--- src/common/plam_pkg.sv ---
// Package of constants for the part life alarm monitor
package plam_pkg;
   // Register offsets (byte addresses, one word each)
   localparam logic [7:0] OFF_STATUS      = 8'h00;
   localparam logic [7:0] OFF_INRUSH      = 8'h04;
   localparam logic [7:0] OFF_CTRL_CAP    = 8'h08;
   localparam logic [7:0] OFF_MAIN_CAP    = 8'h0c;
   localparam logic [7:0] OFF_MEAS_STATE  = 8'h10;
   localparam logic [7:0] OFF_TERM_SEL_A  = 8'h14;
   localparam logic [7:0] OFF_TERM_SEL_B  = 8'h18;
   localparam logic [7:0] OFF_TERM_SEL_C  = 8'h1c;
   localparam logic [7:0] OFF_INRUSH_CNT  = 8'h20;
   localparam logic [7:0] OFF_IRQ_STATUS  = 8'h24;
   localparam logic [7:0] OFF_IRQ_ENABLE  = 8'h28;
   localparam logic [7:0] OFF_IRQ_CLEAR   = 8'h2c;
   // Status bit positions
   localparam int BIT_CTRL_CAP = 0;
   localparam int BIT_MAIN_CAP = 1;
   localparam int BIT_FAN      = 2;
   localparam int BIT_INRUSH   = 3;
   // Interrupt event bit positions
   localparam int EV_ALARM     = 0;
   localparam int EV_MEAS_DONE = 1;
   localparam int EV_MEAS_BAD  = 2;
   // Terminal function codes
   localparam logic [7:0] SEL_POS = 8'h5a;   // 90
   localparam logic [7:0] SEL_NEG = 8'hbe;   // 190
   // Life figures in percent
   localparam logic [6:0] PCT_FULL       = 7'h64;  // 100
   localparam logic [6:0] PCT_INRUSH_AL  = 7'h0a;  // 10
   localparam logic [6:0] PCT_CTRL_AL    = 7'h0a;  // 10
   localparam logic [6:0] PCT_MAIN_AL    = 7'h55;  // 85
   localparam logic [13:0] INRUSH_PER_PCT = 14'h2710; // 10,000
   // Measurement state codes
   localparam logic [3:0] MS_IDLE  = 4'h0;
   localparam logic [3:0] MS_START = 4'h1;
   localparam logic [3:0] MS_MEAS  = 4'h2;
   localparam logic [3:0] MS_DONE  = 4'h3;
   localparam logic [3:0] MS_FORCE = 4'h8;
   localparam logic [3:0] MS_ERROR = 4'h9;
   // DC injection time
   localparam int CLK_HZ       = 200000000;
   localparam int DC_TIME_MS   = 1000;
   localparam int DC_CYCLES    = (CLK_HZ / 1000) * DC_TIME_MS;
   // Reset values
   localparam logic [7:0] TERM_SEL_RST = 8'h00;
   localparam logic [2:0] IRQ_EN_RST   = 3'h0;
   // Internal state machine, Gray along idle-start-measuring-done
   typedef enum logic [2:0]
   {
      PLAM_ST_IDLE  = 3'b000,
      PLAM_ST_START = 3'b001,
      PLAM_ST_MEAS  = 3'b011,
      PLAM_ST_DONE  = 3'b010,
      PLAM_ST_FORCE = 3'b110,
      PLAM_ST_ERROR = 3'b111
   } plam_state_t;
endpackage : plam_pkg

--- src/hdl/plam_monitor.sv ---
// Part life alarm monitor with Avalon-MM register slave
//
// Implementation choices: the placing of the registers and register access over Avalon-MM.
`timescale 1ns/1ps
module plam_monitor
(
   // Clock and reset
   input  wire logic        core_clk,
   input  wire logic        rstn,
   // Avalon-MM slave
   input  wire logic [7:0]  avs_address,
   input  wire logic        avs_read,
   input  wire logic        avs_write,
   input  wire logic [31:0] avs_writedata,
   input  wire logic [3:0]  avs_byteenable,
   output logic      [31:0] avs_readdata,
   output logic             avs_waitrequest,
   // Inverter events, one-cycle pulses
   input  wire logic        power_on_event,
   input  wire logic        undervoltage_event,
   input  wire logic        inverter_reset_event,
   input  wire logic        power_off_event,
   // Inverter conditions, levels
   input  wire logic        operating,
   input  wire logic        run_command,
   input  wire logic        output_shutoff_input,
   input  wire logic        trip_active,
   input  wire logic        motor_ok,
   // Control capacitor wear tick from the thermal model
   input  wire logic        ctrl_cap_wear_tick,
   // Main capacitor measurement result
   input  wire logic        cap_result_valid,
   input  wire logic [6:0]  cap_result_percent,
   // Fan speed in percent of nominal
   input  wire logic [6:0]  fan_speed_percent,
   // Outputs
   output logic             life_alarm_output,
   output logic             fan_fault_indication,
   output logic             dc_inject,
   output logic [2:0]       output_terminals,
   output logic             irq
);

   plam_pkg::plam_state_t state_reg;
   logic [19:0] inrush_cnt_reg;
   logic [13:0] inrush_sub_reg;
   logic [6:0]  inrush_life_percent;
   logic [6:0]  control_cap_life_percent;
   logic [6:0]  main_cap_life_percent;
   logic [3:0]  life_alarm_status;
   logic [7:0]  output_terminal_select_a;
   logic [7:0]  output_terminal_select_b;
   logic [7:0]  output_terminal_select_c;
   // 28 bits hold one second at 200 MHz; a clock above 268 MHz needs more
   logic [27:0] dc_cnt_reg;
   logic [2:0]  irq_status_reg;
   logic [2:0]  irq_enable_reg;
   logic [2:0]  irq_event;
   logic [3:0]  capacitor_measure_state;
   logic        wr_acc;
   logic        rd_acc;
   logic        rd_pending_reg;
   logic        inrush_hit;
   logic [2:0]  term_pos;
   logic [2:0]  term_neg;
   logic [7:0]  wdata_b0;
   logic        alarm_prev_reg;
   logic        meas_wr;
   logic        meas_restart;
   logic        meas_done;

   // One wait cycle on reads so read data comes from a register
   assign wr_acc          = avs_write;
   assign rd_acc          = avs_read && rd_pending_reg;
   assign avs_waitrequest = avs_read && !rd_pending_reg;
   assign wdata_b0        = avs_byteenable[0] ? avs_writedata[7:0] : 8'h00;

   always_ff @(posedge core_clk)
   begin
      if (!rstn)
         rd_pending_reg <= 1'b0;
      else
         // Clears on the completing edge so back-to-back reads each wait once
         rd_pending_reg <= avs_read && !rd_acc;
   end

   // Inrush counter; simultaneous sources still count once per cycle
   assign inrush_hit = power_on_event || undervoltage_event || inverter_reset_event;

   always_ff @(posedge core_clk)
   begin
      if (!rstn)
      begin
         inrush_cnt_reg      <= 20'h00000;
         inrush_sub_reg      <= 14'h0000;
         inrush_life_percent <= plam_pkg::PCT_FULL;
      end
      else if (inrush_hit)
      begin
         // Count holds at full scale rather than wrap
         if (inrush_cnt_reg != 20'hfffff)
            inrush_cnt_reg <= inrush_cnt_reg + 20'h00001;
         if (inrush_sub_reg == plam_pkg::INRUSH_PER_PCT - 14'h0001)
         begin
            inrush_sub_reg <= 14'h0000;
            if (inrush_life_percent != 7'h00)
               inrush_life_percent <= inrush_life_percent - 7'h01;
         end
         else
            inrush_sub_reg <= inrush_sub_reg + 14'h0001;
      end
   end

   // Control capacitor wear; tick rate is set by the external thermal model
   always_ff @(posedge core_clk)
   begin
      if (!rstn)
         control_cap_life_percent <= plam_pkg::PCT_FULL;
      else if (operating && ctrl_cap_wear_tick && control_cap_life_percent != 7'h00)
         control_cap_life_percent <= control_cap_life_percent - 7'h01;
   end

   // Measure-state writes use byte lane 0 only
   assign meas_wr      = wr_acc && (avs_address == plam_pkg::OFF_MEAS_STATE) &&
                         avs_byteenable[0];
   assign meas_restart = meas_wr && (wdata_b0[3:0] == plam_pkg::MS_START);

   // Done needs the injection over and no cause that ends the run otherwise
   assign meas_done = (state_reg == plam_pkg::PLAM_ST_MEAS) &&
                      (dc_cnt_reg == 28'h0000000) &&
                      cap_result_valid &&
                      !meas_restart &&
                      !run_command &&
                      !output_shutoff_input &&
                      !power_on_event;

   // Main capacitor life only moves on a completed measurement
   always_ff @(posedge core_clk)
   begin
      if (!rstn)
         main_cap_life_percent <= plam_pkg::PCT_FULL;
      else if (meas_done)
         main_cap_life_percent <= (cap_result_percent > plam_pkg::PCT_FULL) ?
                                  plam_pkg::PCT_FULL : cap_result_percent;
   end

   // Measurement state machine
   always_ff @(posedge core_clk)
   begin
      if (!rstn)
      begin
         state_reg  <= plam_pkg::PLAM_ST_IDLE;
         dc_cnt_reg <= 28'h0000000;
      end
      else
      begin
         case (state_reg)
            plam_pkg::PLAM_ST_IDLE, plam_pkg::PLAM_ST_DONE,
            plam_pkg::PLAM_ST_FORCE, plam_pkg::PLAM_ST_ERROR:
            begin
               // Only 0 and 1 are writable; 3 and 8 writes fall through
               if (wr_acc && avs_address == plam_pkg::OFF_MEAS_STATE && avs_byteenable[0])
               begin
                  if (wdata_b0[3:0] == plam_pkg::MS_START)
                     state_reg <= plam_pkg::PLAM_ST_START;
                  else if (wdata_b0[3:0] == plam_pkg::MS_IDLE)
                     state_reg <= plam_pkg::PLAM_ST_IDLE;
               end
            end
            plam_pkg::PLAM_ST_START:
            begin
               if (wr_acc && avs_address == plam_pkg::OFF_MEAS_STATE && avs_byteenable[0]
                   && wdata_b0[3:0] == plam_pkg::MS_IDLE)
                  state_reg <= plam_pkg::PLAM_ST_IDLE;
               else if (power_off_event)
               begin
                  // Trip at power-off stays in 1 so no DC is applied
                  if (!trip_active)
                  begin
                     state_reg  <= plam_pkg::PLAM_ST_MEAS;
                     dc_cnt_reg <= 28'(plam_pkg::DC_CYCLES);
                  end
               end
            end
            plam_pkg::PLAM_ST_MEAS:
            begin
               if (wr_acc && avs_address == plam_pkg::OFF_MEAS_STATE && avs_byteenable[0]
                   && wdata_b0[3:0] == plam_pkg::MS_START)
               begin
                  state_reg  <= plam_pkg::PLAM_ST_START;
                  dc_cnt_reg <= 28'h0000000;
               end
               else if (run_command || output_shutoff_input)
               begin
                  state_reg  <= plam_pkg::PLAM_ST_FORCE;
                  dc_cnt_reg <= 28'h0000000;
               end
               else if (power_on_event && dc_cnt_reg != 28'h0000000)
               begin
                  // Power back while injecting: abort, stay reported as 2
                  dc_cnt_reg <= 28'h0000000;
               end
               else if (dc_cnt_reg != 28'h0000000)
               begin
                  if (!motor_ok)
                  begin
                     state_reg  <= plam_pkg::PLAM_ST_ERROR;
                     dc_cnt_reg <= 28'h0000000;
                  end
                  else
                     dc_cnt_reg <= dc_cnt_reg - 28'h0000001;
               end
               else if (meas_done)
                  state_reg <= plam_pkg::PLAM_ST_DONE;
            end
            default:
               state_reg <= plam_pkg::PLAM_ST_IDLE;
         endcase
      end
   end

   assign dc_inject = (state_reg == plam_pkg::PLAM_ST_MEAS) && (dc_cnt_reg != 28'h0000000);

   always_comb
   begin
      case (state_reg)
         plam_pkg::PLAM_ST_IDLE:  capacitor_measure_state = plam_pkg::MS_IDLE;
         plam_pkg::PLAM_ST_START: capacitor_measure_state = plam_pkg::MS_START;
         plam_pkg::PLAM_ST_MEAS:  capacitor_measure_state = plam_pkg::MS_MEAS;
         plam_pkg::PLAM_ST_DONE:  capacitor_measure_state = plam_pkg::MS_DONE;
         plam_pkg::PLAM_ST_FORCE: capacitor_measure_state = plam_pkg::MS_FORCE;
         plam_pkg::PLAM_ST_ERROR: capacitor_measure_state = plam_pkg::MS_ERROR;
         default:                 capacitor_measure_state = plam_pkg::MS_IDLE;
      endcase
   end

   // Status bits follow the life figures and the registered fan flag directly
   // Not sticky: a fan that speeds up again clears its bit
   always_comb
   begin
      life_alarm_status = 4'h0;
      life_alarm_status[plam_pkg::BIT_CTRL_CAP] =
         control_cap_life_percent < plam_pkg::PCT_CTRL_AL;
      life_alarm_status[plam_pkg::BIT_MAIN_CAP] =
         main_cap_life_percent <= plam_pkg::PCT_MAIN_AL;
      life_alarm_status[plam_pkg::BIT_FAN] =
         fan_fault_indication;
      life_alarm_status[plam_pkg::BIT_INRUSH] =
         inrush_life_percent <= plam_pkg::PCT_INRUSH_AL;
   end

   // Registered alarm outputs
   always_ff @(posedge core_clk)
   begin
      if (!rstn)
      begin
         fan_fault_indication <= 1'b0;
         life_alarm_output    <= 1'b0;
         alarm_prev_reg       <= 1'b0;
      end
      else
      begin
         fan_fault_indication <= fan_speed_percent <= (plam_pkg::PCT_FULL >> 1);
         life_alarm_output    <= |life_alarm_status;
         alarm_prev_reg       <= life_alarm_output;
      end
   end

   // Terminal routing, registered so the pins never glitch
   assign term_pos = {output_terminal_select_c == plam_pkg::SEL_POS,
                      output_terminal_select_b == plam_pkg::SEL_POS,
                      output_terminal_select_a == plam_pkg::SEL_POS};
   assign term_neg = {output_terminal_select_c == plam_pkg::SEL_NEG,
                      output_terminal_select_b == plam_pkg::SEL_NEG,
                      output_terminal_select_a == plam_pkg::SEL_NEG};

   always_ff @(posedge core_clk)
   begin
      if (!rstn)
         output_terminals <= 3'h0;
      else
         output_terminals <= (term_pos & {3{life_alarm_output}}) |
                             (term_neg & {3{~life_alarm_output}});
   end

   // Terminal select registers
   always_ff @(posedge core_clk)
   begin
      if (!rstn)
      begin
         output_terminal_select_a <= plam_pkg::TERM_SEL_RST;
         output_terminal_select_b <= plam_pkg::TERM_SEL_RST;
         output_terminal_select_c <= plam_pkg::TERM_SEL_RST;
      end
      else if (wr_acc && avs_byteenable[0])
      begin
         if (avs_address == plam_pkg::OFF_TERM_SEL_A)
            output_terminal_select_a <= avs_writedata[7:0];
         if (avs_address == plam_pkg::OFF_TERM_SEL_B)
            output_terminal_select_b <= avs_writedata[7:0];
         if (avs_address == plam_pkg::OFF_TERM_SEL_C)
            output_terminal_select_c <= avs_writedata[7:0];
      end
   end

   // Interrupts: set wins over a same-cycle clear
   assign irq_event[plam_pkg::EV_ALARM]     = life_alarm_output && !alarm_prev_reg;
   assign irq_event[plam_pkg::EV_MEAS_DONE] = meas_done;
   assign irq_event[plam_pkg::EV_MEAS_BAD]  = (state_reg == plam_pkg::PLAM_ST_MEAS) &&
                                              (run_command || output_shutoff_input ||
                                               ((dc_cnt_reg != 28'h0000000) && !motor_ok &&
                                                !power_on_event));

   always_ff @(posedge core_clk)
   begin
      if (!rstn)
         irq_status_reg <= 3'h0;
      else if (wr_acc && avs_address == plam_pkg::OFF_IRQ_CLEAR && avs_byteenable[0])
         irq_status_reg <= (irq_status_reg & ~avs_writedata[2:0]) | irq_event;
      else
         irq_status_reg <= irq_status_reg | irq_event;
   end

   always_ff @(posedge core_clk)
   begin
      if (!rstn)
         irq_enable_reg <= plam_pkg::IRQ_EN_RST;
      else if (wr_acc && avs_address == plam_pkg::OFF_IRQ_ENABLE && avs_byteenable[0])
         irq_enable_reg <= avs_writedata[2:0];
   end

   assign irq = |(irq_status_reg & irq_enable_reg);

   // Read data register; unmapped addresses read zero
   always_ff @(posedge core_clk)
   begin
      if (!rstn)
         avs_readdata <= 32'h00000000;
      else if (avs_read && !rd_pending_reg)
      begin
         case (avs_address)
            plam_pkg::OFF_STATUS:     avs_readdata <= {28'h0000000, life_alarm_status};
            plam_pkg::OFF_INRUSH:     avs_readdata <= {25'h0, inrush_life_percent};
            plam_pkg::OFF_CTRL_CAP:   avs_readdata <= {25'h0, control_cap_life_percent};
            plam_pkg::OFF_MAIN_CAP:   avs_readdata <= {25'h0, main_cap_life_percent};
            plam_pkg::OFF_MEAS_STATE: avs_readdata <= {28'h0000000, capacitor_measure_state};
            plam_pkg::OFF_TERM_SEL_A: avs_readdata <= {24'h000000, output_terminal_select_a};
            plam_pkg::OFF_TERM_SEL_B: avs_readdata <= {24'h000000, output_terminal_select_b};
            plam_pkg::OFF_TERM_SEL_C: avs_readdata <= {24'h000000, output_terminal_select_c};
            plam_pkg::OFF_INRUSH_CNT: avs_readdata <= {12'h000, inrush_cnt_reg};
            plam_pkg::OFF_IRQ_STATUS: avs_readdata <= {29'h0, irq_status_reg};
            plam_pkg::OFF_IRQ_ENABLE: avs_readdata <= {29'h0, irq_enable_reg};
            plam_pkg::OFF_IRQ_CLEAR:  avs_readdata <= 32'h00000000; // Write-only
            default:                  avs_readdata <= 32'h00000000;
         endcase
      end
   end

endmodule : plam_monitor

--- config.mk ---
export PLATFORM = sky130hd
export DESIGN_NAME = plam_monitor
export DESIGN_NICKNAME = d
export VERILOG_FILES = /design/src/common/plam_pkg.sv /design/src/hdl/plam_monitor.sv
export SDC_FILE = /design/constraint.sdc
export NUM_CORES = 1
export LEC_CHECK = 0
export BUFFER_PORTS_ARGS = -buffer_cell sky130_fd_sc_hd__buf_2
export CAP_MARGIN = 20
export CORE_ASPECT_RATIO = 2
export CORE_MARGIN = 2
export CORE_UTILIZATION = 45
export CTS_BUF_LIST = sky130_fd_sc_hd__clkbuf_4
export DETAILED_ROUTE_END_ITERATION = 12
export HOLD_SLACK_MARGIN = 0.05
export PLACE_DENSITY_LB_ADDON = 0.1
export SLEW_MARGIN = 0
export SYNTH_ARGS = -nofsm -noshare
export SYNTH_HDL_FRONTEND = slang
export SYNTH_SLANG_ARGS = --single-unit
--- constraint.sdc ---
create_clock -name core_clk -period 7.3 [get_ports core_clk]
set_clock_uncertainty 0.15 [all_clocks]
set_input_delay 1.46 -clock core_clk [delete_from_list [all_inputs] [get_ports core_clk]]
set_output_delay 1.46 -clock core_clk [all_outputs]
set_load 0.05 [all_outputs]
* After elaboration in Yosys (flattened, before gate mapping)
Index checks and enable logic that the tools add are counted.
** Storage, ports and cells
- Flip-flop bits (word level) :: 155
- Output and inout bits :: 40
- Word-level logic and storage cells :: 157
** Operators by class
- Reductions and logical operators :: 56
- Bitwise logic cells :: 9
- Add/subtract/negate cells :: 5
- Order comparisons :: 5
- Mux-type cells :: 28
- Equality and inequality tests :: 36
** Operator list (number)
- 28-bit 2-to-1 mux :: 8
- 20-bit case mux with 11 select lines :: 1
- 28-bit case mux with 2 select lines :: 1
- 3-bit 2-to-1 mux :: 13
- 8-bit by 5-bit equality test with 1-bit output (second input constant) :: 4
- 8-bit by 6-bit equality test with 1-bit output (second input constant) :: 4
- 28-bit logical NOT :: 1
- 28-bit nonzero test :: 1
- 28-bit by 1-bit subtractor with 28-bit output (second input constant) :: 1
- 1-bit logical AND :: 26
- 8-bit by 7-bit equality test with 1-bit output (second input constant) :: 3
- 8-bit equality test (second input constant) :: 3
- 20-bit by 1-bit adder with 20-bit output (second input constant) :: 1
- 20-bit != test (second input constant) :: 1
- 4-bit case mux with 5 select lines :: 1
- 8-bit by 4-bit equality test with 1-bit output (second input constant) :: 2
- 14-bit by 1-bit adder with 14-bit output (second input constant) :: 1
- 14-bit equality test (second input constant) :: 1
- 14-bit 2-to-1 mux :: 1
- 7-bit nonzero test :: 2
- 7-bit by 1-bit subtractor with 7-bit output (second input constant) :: 2
- 3-bit bitwise AND :: 4
- 5-bit by 3-bit != test with 1-bit output (second input constant) :: 2
- 3-bit != test (second input constant) :: 3
- other kinds (31) :: 52

* Logic depth before layout (Yosys ltp)
Gate-level depths: netlist of the first run.
- Word-level depth :: 15
- Depth in mapped cells :: 10
- Gate-level depth less buffers :: 8

* Worst setup path before layout of the first run
OpenSTA, ideal clock, no wires.
- Kind :: input port to output port
- Start :: in avs_read
- End :: out avs_waitrequest
- Data arrival time :: 2369 ps
- Stages :: 4
- Setup slack :: 3321 ps
- Data required time :: 5690 ps
- Path buffers :: 2
- Cells stage by stage :: nand2b_1 > clkbuf_1 > inv_1 > clkbuf_1
** On the way
- Word-level cells in the longest chain between the ends :: 1
** RTL lines
- start, declared :: RTL line plam_monitor.sv:12 : input wire logic avs_read,
- 1-bit logical AND :: RTL line plam_monitor.sv:75 : assign avs_waitrequest = avs_read && !rd_pending_reg;
- end, declared :: RTL line plam_monitor.sv:17 : output logic avs_waitrequest,
No other way between the ends.

* Worst setup path after layout of the first run
- Start :: reg dc_cnt_reg[10]
- End :: out dc_inject
** On the way
- Word-level cells in the longest chain between the ends :: 2
** RTL lines
- start, declared :: RTL line plam_monitor.sv:55 : logic [27:0] dc_cnt_reg;
- start signal, assigned :: RTL line plam_monitor.sv:181 : dc_cnt_reg <= 28'(plam_pkg::DC_CYCLES);
- start signal, assigned :: RTL line plam_monitor.sv:211 : dc_cnt_reg <= dc_cnt_reg - 28'h0000001;
- 28-bit nonzero test :: RTL line plam_monitor.sv:222 : assign dc_inject = (state_reg == plam_pkg::PLAM_ST_MEAS) && (dc_cnt_reg != 28'h0000000);
- 1-bit logical AND :: RTL line plam_monitor.sv:222
- end, declared :: RTL line plam_monitor.sv:39 : output logic dc_inject,
No other way between the ends.

==> summary.md, run 1 <==
| Metric | Value |
|---|---|
| Outcome | finished, final reports clean |
| CP Launch Type | register |
| Detailed-route wire length | 19.9 mm |
| Core ar. | about 16000 um^2 |
| Fmax | 236 MHz |
| Number of global-route vias before repair | 6574 |
| Data arrival time of the worst path | around 2600 ps |
| Final ANT Viol Nets | 0 |
| Via-per-instance ratio | 5.66 |
| Nets | roughly 1100 |
| GR Overflow Total | 0 |
| Final hold violation count | 0 |
| Synth Area per Inst | 8.08 um^2 |
| Worst skew pair latency | 550 ps |
| Port bufs | 73 |
| RSZ-0062 raised after global routing | false |
| Post-route insts no fill | 1188 |
| Largest net degree at the start of global routing | 90 |
| DRC marker count from the first detailed-route iteration | 317 |
| Min-Delay Path Class | register to register |
| Post_cts resized | 0 |
| DRC violations left | 0 |
| Power Dens Cells | 163 nW/um^2 |
| Die height | 186 um |
| Average routed wire per standard cell | 16.7 um |
| Post-synthesis sequential area ratio | 0.386 |
| Area growth, synth to finish | 8.53% |
| Final GP Congestion | 0.893 |
| VDD IR max | 0.0928 mV |
| Starting Density | 0.458 |
| Row count | 66 |
| Total track usage | 0.236 |
| CTS buffer count | 17 |
| Cell Area, Synth | 7420 um^2 |
| Max incr delay on CP | 500 ps |
| Die width | 94.8 um |
| CTS root buf | clkbuf_4 |
| Max Cap Violations | 0 |
| Post-synth EDFFs | 0 |
| Post-CTS Setup Inserts | 0 |
| #FFs+latches synth | roughly 140 |
| Dpl cells | 1155 |
| CP max-delay cell | and4_1 |
| Max FFs per register | 28 |
| Bufs on Longest Clock Path | 2 |
| Vias post-DR | 6722 |
| CTS tree | built |
| Initial antenna violation count | 1 |
| Worst reg2reg setup slack | 4280 ps |
| Setup crit end kind | primary output |
| Rel. slew slack | 0.376 |
| Die footprint | 17600 um^2 |
| Htree depth | 4 |
| Endpoints failing setup | 0 |
| Total negative slack | 0 ps |
| Hpwl dp | 14.8 mm |
| Synthesis Warnings | 0 |
| Min cycle time layout | 4240 ps |
| CTS Sinks | 143 |
| Fin area | 8050 um^2 |
| Proportion of layout cells with a drive suffix above 1 | 0.145 |
| Cell variety after synth | roughly 80 |
| Sequence of cells on the critical path | nor4_2 > and4_1 > and3_1 > nor2_1 > buf_2 |
| Final slew viol count | 0 |
| Worst setup path class | register to primary output |
| Worst Path Required | about 5700 ps |
| Top-Level Pins | about 110 |
| Post-Syn Instances | around 920 |
| Drt first pass iters | 8 |
| Critical path fanouts, max | 10 |
| P_leak | 2.89 nW |
| Main synth FF type | dfxtp_1 |
| Post-DP Area | 7840 um^2 |
| Final Cycle Share | 0.581 |
| # hold bufs at CTS | 0 |
| Share of flip-flops with an asynchronous set or reset | 0 |
| Clock Pin Slew Worst Setup and Hold Paths | between 100 and 150 ps |
| Worst slew pin tran | 936 ps |
| Layout Utilization | 0.498 |
| First-pass GRT wire length | 32.3 mm |
## logic make-up after synthesis
logic type / Yosys count / share of synthesized area
AO/OA/AOI/OAI: 204 / 0.173
XOR/XNOR: 36 / 0.0425
adder cells (fa/ha/maj): 8 / 0.0135
buffers and inverters: 82 / 0.0519
flip-flops: 143 / 0.386
multiplexers: 41 / 0.0605
other: 1 / 0.000505
AND/OR/NAND/NOR: 403 / 0.273
## report_power, final
group	switching, mW	total [mW]	leakage, nW	internal (mW)
Clock	0.271	0.411	0.125	0.141
Sequential	0.00880	0.796	1.15	0.787
Combinational	0.0766	0.109	1.61	0.0324
## Yosys cell counts (3+ instances only)
cell,instances,area share
xor2_1,18,0.021
and4_1,3,0.0035
a22oi_1,13,0.013
o22ai_1,12,0.010
xnor2_1,18,0.021
mux2_2,11,0.017
clkbuf_1,29,0.015
and3_1,10,0.0084
buf_1,3,0.0015
ha_1,8,0.013
o211ai_1,4,0.0040
nor4_1,7,0.0059
mux2i_1,28,0.038
nor3_1,36,0.024
or2_2,4,0.0034
a32o_1,6,0.0081
nand3_1,42,0.028
nand2b_1,11,0.0093
nand2_1,104,0.053
inv_1,23,0.012
dfxtp_1,143,0.39
nor2_1,108,0.055
a31oi_1,17,0.014
nor2b_1,8,0.0067
o21ai_0,39,0.026
and2_1,5,0.0042
a22o_1,4,0.0047
nor4b_1,7,0.0083
o21ai_1,6,0.0040
nand4_1,15,0.013
or3_1,15,0.013
nand4b_1,4,0.0047
buf_2,11,0.0074
buf_4,13,0.013
nand3b_1,4,0.0040
a21oi_1,68,0.046
a211oi_1,6,0.0061
o31ai_1,3,0.0030
## worst max-delay path: cells and delay by family (launching register included)
family / cells / cell delay [ps]
flops: 1 / 410
simple gates: 4 / 1440
buf+inv: 1 / 220
## metal layers
layer  vias to the layer above  global-route usage  share of wire
met4                         0               0.114          0.042
met3                        53              0.0522          0.038
met2                       139               0.436           0.54
li1                       3372                   -              -
met5                         -                   0              0
met1                      3158               0.244           0.38
## cells in the final DEF, fill, tap and decap left out, drive strengths merged, types with 6 or more instances in the layout
| cell | instances |
|---|---|
| mux2 | 11 |
| a31oi | 17 |
| o22ai | 12 |
| dfxtp | 143 |
| nor2 | 110 |
| inv | 24 |
| xnor2 | 18 |
| nand4 | 16 |
| a211oi | 6 |
| conb | 12 |
| a21oi | 69 |
| nand2 | 105 |
| xor2 | 18 |
| o21ai | 45 |
| nand3 | 42 |
| ha | 8 |
| and2 | 7 |
| nor4 | 9 |
| nor2b | 8 |
| a22oi | 13 |
| and3 | 10 |
| nor4b | 8 |
| clkbuf | 21 |
| nor3 | 38 |
| buf | 81 |
| a32o | 6 |
| clkinv | 9 |
| nand2b | 11 |
| or3 | 15 |
| mux2i | 28 |
## cell type report
| cell class | count | area (um^2) |
|---|---|---|
| Sequential cell | 143 | 2860 |
| Multi-Input combinational cell | 704 | 4210 |
| Timing Repair Buffer | 81 | 423 |
| Antenna cell | 1 | 2.50 |
| Clock inverter | 10 | 48.8 |
| Inverter | 24 | 90.1 |
| Fill cell | 1737 | 8130 |
| Tap cell | 204 | 255 |
| Clock buffer | 21 | 158 |
## stage by stage
stage / total power, mW / hold slack, ps / setup WS, ps
6_report: 1.32 / 304 / 3060
5_1_grt: 1.38 / 319 / 2870
4_1_cts: 1.33 / 307 / 3020
3_5_place_dp: 0.923 / 293 / 3180
3_3_place_gp: 0.922 / 288 / 3140
2_1_floorplan: 0.891 / 270 / 3320
## path summary, 6_finish.rpt
path | start | to | cells after the start
min | avs_readdata[8] | avs_readdata[8] | 2
max | dc_cnt_reg[10] | dc_inject | 5
min reg2reg | avs_readdata[8] | avs_readdata[8] | 2
max reg2reg | dc_cnt_reg[10] | dc_cnt_reg[26] | 6
(Power assumes the default switching activity.)
==> inputs of run 2 (changes only) <==
==> constraint.sdc (replaced) <==
create_clock -name core_clk -period 3.95 [get_ports core_clk]
set_clock_uncertainty 0.15 [all_clocks]
set_input_delay 0.79 -clock core_clk [delete_from_list [all_inputs] [get_ports core_clk]]
set_output_delay 0.79 -clock core_clk [all_outputs]
set_load 0.05 [all_outputs]
==> run 2 against run 1 <==
Effect of this change:
- cell count increased by 0.76%
- largest power group unchanged
- sequential cell count unchanged
- critical endpoint unchanged
- clock power increased by 120%
==> summary.md, run 2 (synthesis results as in run 1) <==
| Metric | Value |
|---|---|
| Outcome | finished, final reports clean |
| CTS buffer count | 17 (unchanged) |
| Top-Level Pins | 113 (unchanged) |
| Detailed-route wire length | 20.3 mm (+2.3%) |
| CTS tree | built |
| Commonest non-fill, non-tap cell in the layout | dfxtp_1 |
| Port bufs | 73 (unchanged) |
| P_leak | 2.95 nW (+2.1%) |
| CTS Sinks | 143 (unchanged) |
| Max Cap Violations | 0 (unchanged) |
| Post_cts resized | 0 (unchanged) |
| Endpoints failing setup | 0 (unchanged) |
| Row count | 66 (unchanged) |
| Total negative slack | 0 ps (unchanged) |
| Worst Path Required | 3010 ps (-2680 ps) |
| Total track usage | 0.241 (+0.00493) |
| Worst slew pin tran | 928 ps (-7.43 ps) |
| Vias post-DR | 6805 (+1.2%) |
| RSZ-0062 raised after global routing | false |
| Met1 Track Usage GR | 0.251 (+0.00686) |
| DRC violations left | 0 (unchanged) |
| Most used routing layer | met2 |
| Die footprint | 17600 um^2 (unchanged) |
| Clock Pin Slew Worst Setup and Hold Paths | 120 ps (about the same) |
| Worst setup path class | register to primary output |
| Average routed wire per standard cell | 17.0 um (+1.6%) |
| Via-per-instance ratio | 5.69 (+0.47%) |
| Number of global-route vias before repair | 6662 (+1.3%) |
| Bufs on Longest Clock Path | 2 (unchanged) |
| Die width | 94.8 um (unchanged) |
| CP Launch Type | register |
| Final Cycle Share | 0.912 |
| Initial antenna violation count | 1 (unchanged) |
| Nets | 1061 (+0.86%) |
| Area growth, synth to finish | 10.1% |
| Power Dens Cells | 316 nW/um^2 (+93%) |
| Hpwl dp | 15.4 mm (+3.7%) |
| Commonest non-fill, non-tap cells in the layout | 143 x dfxtp_1, 108 x nor2_1, 104 x nand2_1, 73 x buf_2, 68 x a21oi_1 |
| # hold bufs at CTS | 0 (unchanged) |
| Rel. slew slack | 0.378 (+0.00158) |
| Worst skew pair latency | 550 ps (about the same) |
| Total power | 2.58 mW (+96%) |
| GR Overflow Total | 0 (unchanged) |
| Starting Density | 0.458 (unchanged) |
| Core ar. | 16200 um^2 (unchanged) |
| Final ANT Viol Nets | 0 (unchanged) |
| Setup crit end kind | primary output |
| Htree depth | 4 (unchanged) |
| Max FFs per register | 28 (unchanged) |
| Final GP Congestion | 0.912 (+2.1%) |
| VDD IR max | 0.169 mV (+82%) |
| First-pass GRT wire length | 33.0 mm (+2.0%) |
| Fmax | about 280 MHz |
| Critical path fanouts, max | 10 (unchanged) |
| Data arrival time of the worst path | 2660 ps (+30 ps) |
| GR Layer Usage met2 | 0.446 (+0.00965) |
| Min cycle time layout | ~3600 ps |
| Die height | 186 um (unchanged) |
| Drt first pass iters | 5 (-3) |
| Final slew viol count | 0 (unchanged) |
| Final hold violation count | 0 (unchanged) |
| Min-Delay Path Class | input pin to register |
| Met3 GRT Util | 0.0474 (-0.00486) |
| Largest net degree at the start of global routing | 53 (-41%) |
| Post-CTS Setup Inserts | 0 (unchanged) |
| Proportion of layout cells with a drive suffix above 1 | 0.151 (+0.00574) |
| CTS root buf | clkbuf_4 |
| DRC marker count from the first detailed-route iteration | 291 (-8.2%) |
run 2: worst max-delay path, cell delays in order, from the launching register on:
cell,delay [ps]
dfxtp_1,400
nor4_2,440
and4_1,510
and3_1,450
nor2_1,80
buf_2,220
run 2: metrics by stage:
stage | cell area (um^2) | hold slack [ps] | setup slack, ps | utilization | cells
after floorplan | 7460 | 270 | 1140 | - | 929
after global routing | 8170 | 197 | 140 | 0.505 | 1197
after global placement | 7910 | 288 | 799 | 0.488 | 1164
after detailed placement | 7910 | 296 | 782 | 0.488 | 1164
final | 8170 | 230 | 349 | 0.505 | 1197
after CTS | 8160 | 191 | 324 | 0.504 | 1195
run 2: cell type report:
cell class              instances  area [um^2]
diodes                          1         2.50
clock inverters                10         96.3
repair buffers                 90          493
multi-input cells             704         4210
flip-flops and latches        143         2860
inverters                      24         90.1
fillers                      1675         8020
clock buffers                  21          158
well taps                     204          255
run 2: routing by layer:
| metal | wire [um] | up-vias | share of wire |
|---|---|---|---|
| met5 | 0 | - | 0 |
| li1 | - | 3385 | - |
| met1 | 7800 | 3235 | 0.38 |
| met3 | 776 | 40 | 0.038 |
| met2 | 11000 | 145 | 0.54 |
| met4 | 773 | 0 | 0.038 |
run 2: power breakdown:
group	internal, mW	switching (mW)	total (mW)
sequential	1.45	0.0168	1.47
clock	0.387	0.513	0.901
combinational	0.0631	0.144	0.207
total	1.90	0.674	2.58
run 2: worst paths after layout:
kind                                      startpoint                   end  slack (ps)  cells after the start
worst max register to register        dc_cnt_reg[10]         dc_cnt_reg[8]         890                      6
worst min register to register      avs_readdata[13]      avs_readdata[13]         310                      2
worst max-delay path                  dc_cnt_reg[10]             dc_inject         350                      5
worst min-delay path            fan_speed_percent[6]  fan_fault_indication         230                      2
